File: src/verilog/kwu_defines.svh
// Constants for the key-on wakeup block: register offset, field layout, reset value.
// Assumes inclusion by bare name from the design files.
`ifndef KWU_DEFINES_SVH
`define KWU_DEFINES_SVH

// ----------------------------------------------------------------------------
// Register map (enable word index and byte addresses)
// ----------------------------------------------------------------------------
// Enable register index; each index is one aligned word, so its byte address is four times it
`define KWU_ENABLE_IDX      12'h031
`define KWU_ENABLE_OFS      12'h0c4
`define KWU_STATUS_OFS      12'h040
`define KWU_CTRL_OFS        12'h044

// ----------------------------------------------------------------------------
// Fields and reset values
// ----------------------------------------------------------------------------
`define KWU_EN_LSB          4
`define KWU_EN_MSB          7
`define KWU_EN_RESET        4'h0
`define KWU_CTRL_RELM_BIT   0
`define KWU_CTRL_ENTER_BIT  1
`define KWU_RELM_RESET      1'b1
`define KWU_NKEYS           4

// ----------------------------------------------------------------------------
// Warm-up length in clock cycles
// ----------------------------------------------------------------------------
`define KWU_WARMUP_CYCLES   16'h0100

`endif

File: src/verilog/kwu_pkg.sv
// Types shared by the key-on wakeup block.
// Assumes kwu_defines.svh is on the include path.
`include "kwu_defines.svh"

package kwu_pkg;

  typedef enum logic [1:0] {
    KWU_RUN    = 2'b00,
    KWU_STOP   = 2'b01,
    KWU_WARMUP = 2'b11
  } kwu_state_e;

  typedef struct packed {
    logic       sel;
    logic       enable;
    logic       write;
    logic [11:0] addr;
    logic [31:0] wdata;
  } kwu_apb_req_s;

  typedef struct packed {
    logic       ready;
    logic [31:0] rdata;
    logic       slverr;
  } kwu_apb_rsp_s;

endpackage

File: src/verilog/kwu_sync.sv
// Two-flop synchroniser for a bus of asynchronous pin levels.
// Assumes pins are steady for several clock cycles.
`timescale 1ns/1ns
`default_nettype none

module kwu_sync #(
  parameter int W = 1
) (
  // Clock and reset
  input  wire logic         pclk,
  input  wire logic         presetn,
  // Levels
  input  wire logic [W-1:0] async_in,
  output logic      [W-1:0] sync_out
);

  logic [W-1:0] meta_q;

  always_ff @(posedge pclk or negedge presetn) begin
    if (!presetn) begin
      meta_q   <= '0;
      sync_out <= '0;
    end else begin
      meta_q   <= async_in;
      sync_out <= meta_q;
    end
  end

endmodule // kwu_sync

`default_nettype wire

File: src/verilog/kwu_apb_slave.sv
// APB slave front end: decodes enable and control writes into strobes, status and control reads into read data.
// Assumes a single-cycle access phase (pready always high).
`timescale 1ns/1ns
`default_nettype none
`include "kwu_defines.svh"

module kwu_apb_slave (
  // Clock and reset
  input  wire logic                pclk,
  input  wire logic                presetn,
  // Bus
  input  wire kwu_pkg::kwu_apb_req_s req,
  output kwu_pkg::kwu_apb_rsp_s      rsp,
  // Register side
  output logic                     wr_enable,
  output logic                     wr_ctrl,
  output logic [31:0]              wdata,
  input  wire logic [31:0]         status_word,
  input  wire logic [31:0]         ctrl_word
);
  import kwu_pkg::*;

  logic access;
  logic mapped;

  assign access = req.sel && req.enable;
  assign mapped = (req.addr == `KWU_ENABLE_OFS) || (req.addr == `KWU_STATUS_OFS) ||
                  (req.addr == `KWU_CTRL_OFS);
  assign wr_enable = access && req.write && (req.addr == `KWU_ENABLE_OFS);
  assign wr_ctrl   = access && req.write && (req.addr == `KWU_CTRL_OFS);
  assign wdata     = req.wdata;

  always_comb begin
    rsp.ready  = 1'b1;
    rsp.slverr = access && !mapped;
    rsp.rdata  = 32'h0;
    if (access && !req.write) begin
      case (req.addr)
        `KWU_STATUS_OFS: rsp.rdata = status_word;
        `KWU_CTRL_OFS:   rsp.rdata = ctrl_word;
        default:         rsp.rdata = 32'h0;
      endcase
    end
  end

endmodule // kwu_apb_slave

`default_nettype wire

File: src/verilog/kwu_top.sv
// Key-on wakeup: releases standby on the release pin or, in level mode, enabled key pins.
// Assumes an APB master on pclk and asynchronous pins from key switches.
//
// Chosen here: register access over APB.
`timescale 1ns/1ns
`default_nettype none
`include "kwu_defines.svh"

module kwu_top (
  // Clock and reset
  input  wire logic                  pclk,
  input  wire logic                  presetn,
  // APB
  input  wire logic                  psel,
  input  wire logic                  penable,
  input  wire logic                  pwrite,
  input  wire logic [11:0]           paddr,
  input  wire logic [31:0]           pwdata,
  output logic      [31:0]           prdata,
  output logic                       pready,
  output logic                       pslverr,
  // Pins
  input  wire logic                  stop_release_pin,
  input  wire logic [`KWU_NKEYS-1:0] key_wake_pins,
  // Power control
  output logic                       standby_q,
  output logic                       warmup_q,
  output logic                       wake_request_async
);
  import kwu_pkg::*;

  // --------------------------------------------------------------------------
  // Helpers
  // --------------------------------------------------------------------------
  function automatic logic key_request(input logic [3:0] pins, input logic [3:0] en);
    key_request = |(~pins & en);
  endfunction

  // --------------------------------------------------------------------------
  // Bus
  // --------------------------------------------------------------------------
  kwu_apb_req_s req;
  kwu_apb_rsp_s rsp;
  logic         wr_enable;
  logic         wr_ctrl;
  logic [31:0]  wdata;
  logic [31:0]  status_word;
  logic [31:0]  ctrl_word;

  assign req = '{sel: psel, enable: penable, write: pwrite, addr: paddr, wdata: pwdata};

  kwu_apb_slave u_apb (
    .pclk        (pclk),
    .presetn     (presetn),
    .req         (req),
    .rsp         (rsp),
    .wr_enable   (wr_enable),
    .wr_ctrl     (wr_ctrl),
    .wdata       (wdata),
    .status_word (status_word),
    .ctrl_word   (ctrl_word)
  );

  // Responses leave through flops: one wait state, answer stands while pready is high
  logic acc_c;
  logic wr_enable_c;
  logic wr_ctrl_c;

  assign acc_c       = psel && penable;
  assign wr_enable_c = wr_enable && pready;
  assign wr_ctrl_c   = wr_ctrl && pready;

  always_ff @(posedge pclk or negedge presetn) begin
    if (!presetn) begin
      pready <= 1'b0;
    end else begin
      pready <= rsp.ready && acc_c && !pready;
    end
  end

  always_ff @(posedge pclk or negedge presetn) begin
    if (!presetn) begin
      prdata  <= 32'h0;
      pslverr <= 1'b0;
    end else begin
      prdata  <= rsp.rdata;
      pslverr <= rsp.slverr;
    end
  end

  // --------------------------------------------------------------------------
  // Registers
  // --------------------------------------------------------------------------
  logic [3:0] key_en_q;
  logic       relm_q;
  logic       enter_pulse;

  always_ff @(posedge pclk or negedge presetn) begin
    if (!presetn) begin
      key_en_q <= `KWU_EN_RESET;
    end else if (wr_enable_c) begin
      key_en_q <= wdata[`KWU_EN_MSB:`KWU_EN_LSB];
    end
  end

  always_ff @(posedge pclk or negedge presetn) begin
    if (!presetn) begin
      relm_q <= `KWU_RELM_RESET;
    end else if (wr_ctrl_c) begin
      relm_q <= wdata[`KWU_CTRL_RELM_BIT];
    end
  end

  assign enter_pulse = wr_ctrl_c && wdata[`KWU_CTRL_ENTER_BIT];

  // --------------------------------------------------------------------------
  // Synchronised pins
  // --------------------------------------------------------------------------
  logic       rel_s;
  logic [3:0] key_s;
  logic       rel_prev_q;

  kwu_sync #(.W(5)) u_sync (
    .pclk     (pclk),
    .presetn  (presetn),
    .async_in ({stop_release_pin, key_wake_pins}),
    .sync_out ({rel_s, key_s})
  );

  always_ff @(posedge pclk or negedge presetn) begin
    if (!presetn) begin
      rel_prev_q <= 1'b1;
    end else begin
      rel_prev_q <= rel_s;
    end
  end

  logic level_req;
  logic edge_req;
  logic release_req;

  assign level_req   = rel_s | key_request(key_s, key_en_q);
  assign edge_req    = rel_s & ~rel_prev_q;
  assign release_req = relm_q ? level_req : edge_req;

  // Combined request for the power controller, keys gated by level mode
  always_ff @(posedge pclk or negedge presetn) begin
    if (!presetn) begin
      wake_request_async <= 1'b0;
    end else begin
      wake_request_async <= rel_s | (relm_q & key_request(key_s, key_en_q));
    end
  end

  // --------------------------------------------------------------------------
  // Standby sequencer
  // --------------------------------------------------------------------------
  kwu_state_e state_q;
  logic [15:0] warm_cnt_q;

  always_ff @(posedge pclk or negedge presetn) begin
    if (!presetn) begin
      state_q <= KWU_RUN;
    end else begin
      case (state_q)
        KWU_RUN: begin
          if (enter_pulse) begin
            // Present request skips standby (edge mode: pin already high)
            if (relm_q ? level_req : rel_s) begin
              state_q <= KWU_WARMUP;
            end else begin
              state_q <= KWU_STOP;
            end
          end
        end
        KWU_STOP: begin
          if (release_req) begin
            state_q <= KWU_WARMUP;
          end
        end
        KWU_WARMUP: begin
          if (warm_cnt_q == 16'h0001) begin
            state_q <= KWU_RUN;
          end
        end
        default: state_q <= KWU_RUN;
      endcase
    end
  end

  always_ff @(posedge pclk or negedge presetn) begin
    if (!presetn) begin
      warm_cnt_q <= 16'h0;
    end else if (state_q != KWU_WARMUP) begin
      warm_cnt_q <= `KWU_WARMUP_CYCLES;
    end else if (warm_cnt_q != 16'h0) begin
      warm_cnt_q <= warm_cnt_q - 16'h0001;
    end
  end

  // --------------------------------------------------------------------------
  // Outputs and status
  // --------------------------------------------------------------------------
  always_ff @(posedge pclk or negedge presetn) begin
    if (!presetn) begin
      standby_q <= 1'b0;
      warmup_q  <= 1'b0;
    end else begin
      standby_q <= (state_q == KWU_STOP);
      warmup_q  <= (state_q == KWU_WARMUP);
    end
  end

  assign status_word = {24'h0, rel_s, key_s, 1'b0, state_q};
  assign ctrl_word   = {31'h0, relm_q};

endmodule // kwu_top

`default_nettype wire

File: config.mk
export PLATFORM = sky130hd
export DESIGN_NAME = kwu_top
export DESIGN_NICKNAME = d
export VERILOG_FILES = /design/src/verilog/kwu_pkg.sv /design/src/verilog/kwu_sync.sv /design/src/verilog/kwu_apb_slave.sv /design/src/verilog/kwu_top.sv
export VERILOG_INCLUDE_DIRS = /design/src /design/src/verilog
export SDC_FILE = /design/constraint.sdc
export NUM_CORES = 1
export LEC_CHECK = 0
export BUFFER_PORTS_ARGS = -buffer_cell sky130_fd_sc_hd__buf_4
export CORE_ASPECT_RATIO = 0.75
export CORE_UTILIZATION = 37
export DETAILED_ROUTE_END_ITERATION = 12
export PLACE_DENSITY = 0.73
export REMOVE_ABC_BUFFERS = 1
export SLEW_MARGIN = 0
export SYNTH_ARGS = -nofsm -noshare
export SYNTH_HDL_FRONTEND = slang
export SYNTH_SLANG_ARGS = --single-unit
File: constraint.sdc
create_clock -name pclk -period 5 [get_ports pclk]
set_input_delay 0.25 -clock pclk [delete_from_list [all_inputs] [get_ports pclk]]
set_output_delay 0.25 -clock pclk [all_outputs]
set_load 0.1 [all_outputs]
==> metrics.cfg, run 1 <==
[synth]
synth.ff_latch_count=46
synth-edff-count=0
synthTopCellsByCount=dfrtp_1 (44), buf_4 (25), nand2_1 (17)
synth_area_leader_cell=dfrtp_1
synth.distinct_cells=45
ys_async_sr_fraction_pct=100
synth_top_area_share_pct=50.5
synth-main-ff-cell=dfrtp_1
synth-seq-area-share_pct=52.9
synth.area.top_cells=dfrtp_1 (50%), buf_4 (8.6%), nand2_1 (2.9%), a21oi_1 (2.8%), mux2_2 (2.6%)
synth_most_common_cell=dfrtp_1
avgSynthCellArea_um2=10.6
netlist_area_mm2=0.00218
netlist_instances=206
ys_warn_count=0

[clock_network]
insertion_delay_ns=0.30
cts.path.max_buffers=2
cts_tree=done
holdBufCountCts=1
cts_root_buf=clkbuf_8
cts_made_buffers=5
cts_setup_buffers=0
cts-resized-gates=0
cts_htree_levels=2
cts.sink_count=46
clk_pin_slew_worst_paths_ns=0.09

[detailed_routing]
dr.pass1.iters=4
avgRoutedWirePerCell_um=12.5
vias=1557
wl_mm=4.03
route.detailed.drc=0
drt_iter0_markers=99
ant_nets=0
via_per_inst=4.81

[critical_path]
crit_required_ns=5.22
crit_fanout=15
cpPeakStageDelay_ns=0.67
crit_slowest_cell=nand4_1
cp_cell_sequence=nor4_2 > nand4_1 > and3_1 > o21ai_0
path_class=reg -> reg
start_kind=flop
arrival_ns=2.54
crit_path_end_kind=flop
reg2reg_slack_ns=2.68

[global_routing]
grt-ovfl-total=0
first_global_vias=1373
antenna_found_initial=0
grt_use_total_pct=13.2
grt_pass1_wl_mm=6.40
grt_max_degree=47

[layout]
num_antenna_cells=0
syn2layout_area_growth_pct=19.3
nets=305
drive_gt1_share_pct=25.3

[floorplan]
die_h_um=68.5
core_mm2=0.00550
num_rows=23
initial_core_util_pct=39.7
die_x_um=90.7
ios=91
die_area_mm2=0.00621

[power_and_ir_drop]
power_per_cell_area_mw_per_mm2=317
peakVddDrop_mv=0.135
power_uw=826
p_leak_nw=1.29

[sta]
rsz0062_at_grt=no
setup_tns_ns=0
drv_slew=0
slew_headroom_pct=29.5
finalCritPeriodShare_pct=46.5
worst_pin_slew_ns=1.05
fin_skew_ns=0.00869
period_minus_slack_ns=2.32
fmax_ghz=0.430
report.final.hold_viol_count=0
finalSetupViolCount=0

[placed_design]
portBuffers=39
hpwl_mm=2.94
gp_congestion=0.776

[run]
maxCapViolations=0

[worst_hold_path]
hp-class=in -> reg

[run_status]
outcome=complete, no violations

flip-flops by register name, indices dropped and copies added (netlist names):
name                count
pready                  1
pslverr                 1
warm_cnt_q             16
u_sync.meta_q           5
warmup_q                1
key_en_q                4
u_sync.sync_out         5
state_q                 2
relm_q                  1
standby_q               1
wake_request_async      1
rel_prev_q              1
prdata                  7
where the power goes:
| part | total [mW] | switching [mW] | internal [mW] |
|---|---|---|---|
| sequential | 0.380 | 0.00260 | 0.378 |
| clock | 0.323 | 0.123 | 0.200 |
| combinational | 0.122 | 0.104 | 0.0176 |
critical path, delay by kind of cell (launching register included):
| kind | cells | cell delay (ns) |
|---|---|---|
| AND/OR/NAND/NOR | 3 | 1.70 |
| flip-flops | 1 | 0.43 |
| AO/OA/AOI/OAI | 1 | 0.13 |
metal layers:
metal	global-route usage [%]	part of all wire, %
met5	0	0
met4	3.63	0.67
met3	3.40	3.3
met2	19.5	46
met1	19.2	50
logic make-up (layout without fill, tap and decap cells):
group	count (synthesis)	in the layout	synth area share, %
and+or+nand+nor	79	79	20.6
DFF	46	46	52.9
buffers and inverters	36	55	10.6
AOI/OAI and AO/OA	33	33	10.2
muxes	7	7	3.50
adders and majority gates	3	3	1.72
other	1	25	0.172
xor gates and xnor gates	1	1	0.401
worst paths after layout:
check,start,to,cells after the start
hold reg to reg,u_sync.meta_q[2],u_sync.sync_out[2],0
max in group asynchronous,presetn,wake_request_async,2
hold / removal,stop_release_pin,u_sync.meta_q[4],1
setup / recovery,warm_cnt_q[12],warm_cnt_q[8],4
setup reg to reg,warm_cnt_q[12],warm_cnt_q[8],4
min in group asynchronous,presetn,warm_cnt_q[1],2
final cells by class:
class / count / area (µm²)
clock buffers: 5 / 68.8
fillers: 512 / 2890
well taps: 75 / 93.8
multi-input cells: 148 / 888
clock inverters: 3 / 68.8
inverters: 7 / 26.3
repair buffers: 40 / 303
flip-flops and latches: 46 / 1150
through the flow:
stage               cell area, µm²  hold WS, ns  utilization, %  setup WS (ns)  std cells
global route                  2600       0.0369            47.3           2.43        324
CTS                           2600       0.0448            47.3           2.67        324
floorplan                     2070      -0.0456               -           2.95        201
finish                        2600       0.0532            47.3           2.68        324
global placement              2450        0.282            44.7           2.73        315
detailed placement            2450        0.280            44.7           2.65        315
placed cells by master, fill, tap and decap left out, types with 2 or more instances in the layout:
cell type / instances
nand2b_1: 5
a21oi_1: 12
a31o_2: 3
nor2_1: 13
nor2b_1: 2
and2_1: 5
bufinv_16: 2
conb_1: 25
or3_1: 3
clkbuf_8: 5
or4_1: 4
o31ai_1: 2
buf_4: 39
mux2_2: 5
nor3_1: 4
nor4_1: 6
o311ai_0: 2
nand3_1: 3
nand4_1: 4
nor3b_1: 2
ha_1: 3
a211oi_1: 2
mux2i_1: 2
dfstp_2: 2
nor4b_1: 2
dfrtp_1: 44
inv_1: 7
o21ai_0: 6
nand2_1: 17
No activity file was read; power rests on OpenSTA's default activity.
==> run 2: changes to the inputs <==
==> constraint.sdc (replaced) <==
create_clock -name pclk -period 2.4 [get_ports pclk]
set_input_delay 0.12 -clock pclk [delete_from_list [all_inputs] [get_ports pclk]]
set_output_delay 0.12 -clock pclk [all_outputs]
set_load 0.1 [all_outputs]
==> run 2 against run 1 <==
Against the previous run: die area unchanged; maximum frequency increased by 7.7%; critical path depth increased by 2; critical path type unchanged; largest cell class unchanged.
==> metrics.cfg, run 2 (synthesis results as in run 1) <==
[run_status]
outcome=complete, no violations

[critical_path]
crit_required_ns=2.64
arrival_ns=2.40
start_kind=flop
crit_path_end_kind=flop
path_class=reg -> reg
crit_fanout=6

[sta]
period_minus_slack_ns=2.16
fmax_ghz=0.463
fin_skew_ns=0.00755
finalCritPeriodShare_pct=89.9
worst_pin_slew_ns=0.637
setup_tns_ns=0
slew_headroom_pct=57.2
drv_slew=0
report.final.hold_viol_count=0
finalSetupViolCount=0
rsz0062_at_grt=no

[clock_network]
cts-resized-gates=0
cts.path.max_buffers=2
cts_htree_levels=2
cts_tree=done
cts_made_buffers=5
cts_root_buf=clkbuf_8
cts_setup_buffers=0
clk_pin_slew_worst_paths_ns=0.09
insertion_delay_ns=0.30
cts.sink_count=46

[global_routing]
first_global_vias=1299
grt_use_total_pct=13.2
grt_max_degree=47
antenna_found_initial=0
grt-ovfl-total=0
grt_pass1_wl_mm=6.23

[detailed_routing]
ant_nets=0
vias=1552
dr.pass1.iters=4
via_per_inst=4.66
drt_iter0_markers=72
route.detailed.drc=0
avgRoutedWirePerCell_um=12.2
wl_mm=4.06

[layout]
final_common_cell=dfrtp_1
final_area_mm2=0.00264
largest_reg_flops=16
nets=314
drive_gt1_share_pct=26.0
finalNonFillerCells=333
largest_registers=warm_cnt_q (16), prdata (7)
top_register=warm_cnt_q
num_antenna_cells=0
final_cell_mix=dfrtp_1 (44), buf_4 (43), conb_1 (25), nand2_1 (17), nor2_1 (13)
syn2layout_area_growth_pct=20.9
fill_cells=504

[floorplan]
core_mm2=0.00550
num_rows=23
die_area_mm2=0.00621
die_h_um=68.5
ios=91
die_x_um=90.7
initial_core_util_pct=39.7

[placed_design]
portBuffers=39
hpwl_mm=2.95
dp_cells=319
gp_congestion=0.783
placed_area_mm2=0.00248

[run]
maxCapViolations=0

[power_and_ir_drop]
p_leak_nw=1.30
peakVddDrop_mv=0.318
power_per_cell_area_mw_per_mm2=581

[worst_hold_path]
hp-class=in -> reg

-- run 2: changes by cell type in the layout (fill, tap and decap cells not counted) --
cell / delta
inv_6: +1
bufinv_16: -2
buf_4: +4
clkinv_4: -1
clkinvlp_4: +2
dlygate4sd3_1: +5
-- run 2: layer usage --
layer  part of all wire [%]  global-route usage (%)
met1                     50                    19.5
met3                    3.8                    4.06
met2                     45                    18.6
met4                   0.91                    3.63
met5                      0                       0
-- run 2: worst max-delay path: stages, from the launching register on --
cell and delay [ns]:
dfrtp_1 0.42, inv_1 0.10, ha_1 0.23, or4b_4 0.53
or3_1 0.34, or4_1 0.40, nand2_1 0.07
-- run 2: report_power, final --
part           internal (mW)  leakage [nW]  switching [mW]
sequential             0.787         0.593         0.00503
combinational         0.0421         0.666           0.219
clock                  0.208        0.0408           0.270
-- run 2: final timing paths --
| path | start | endpoint | slack [ns] | cells after the start |
|---|---|---|---|---|
| min | pwrite | prdata[1] | 0.02 | 2 |
| min in group asynchronous | presetn | warm_cnt_q[3] | 0.35 | 2 |
| max in group asynchronous | presetn | relm_q | 1.66 | 2 |
| max reg2reg | warm_cnt_q[0] | warm_cnt_q[12] | 0.24 | 6 |
| min reg2reg | u_sync.meta_q[3] | u_sync.sync_out[3] | 0.35 | 0 |
| max | warm_cnt_q[0] | warm_cnt_q[12] | 0.24 | 6 |
-- run 2: through the flow --
step	utilization [%]	hold slack [ns]	setup WS, ns	total power [mW]
after floorplan	-	-0.176	0.346	1.00
after global placement	45.2	0.152	0.307	1.06
after detailed placement	45.2	0.155	0.272	1.06
after CTS	48.0	0.00643	0.247	1.55
after global routing	48.0	0.0160	0.0977	1.59
final	48.0	0.0180	0.241	1.53
-- run 2: timing repair --
| action | 4_1_cts | 5_1_grt |
|---|---|---|
| endpoints found under the hold margin | 49 | 0 |
| endpoints found under the setup margin | 0 | 0 |
| hold buffers | 6 | 0 |
-- run 2: area by class of cell --
type                       instances  area (µm²)  area share (%)
clock buffer                       5        68.8            2.61
tap                               75        93.8            3.56
sequential                        46        1150            43.7
inverter                           7        26.3           0.996
clock inverter                     3        23.8           0.901
multi-input combinational        148         888            33.7
timing repair buffer              49         383            14.5
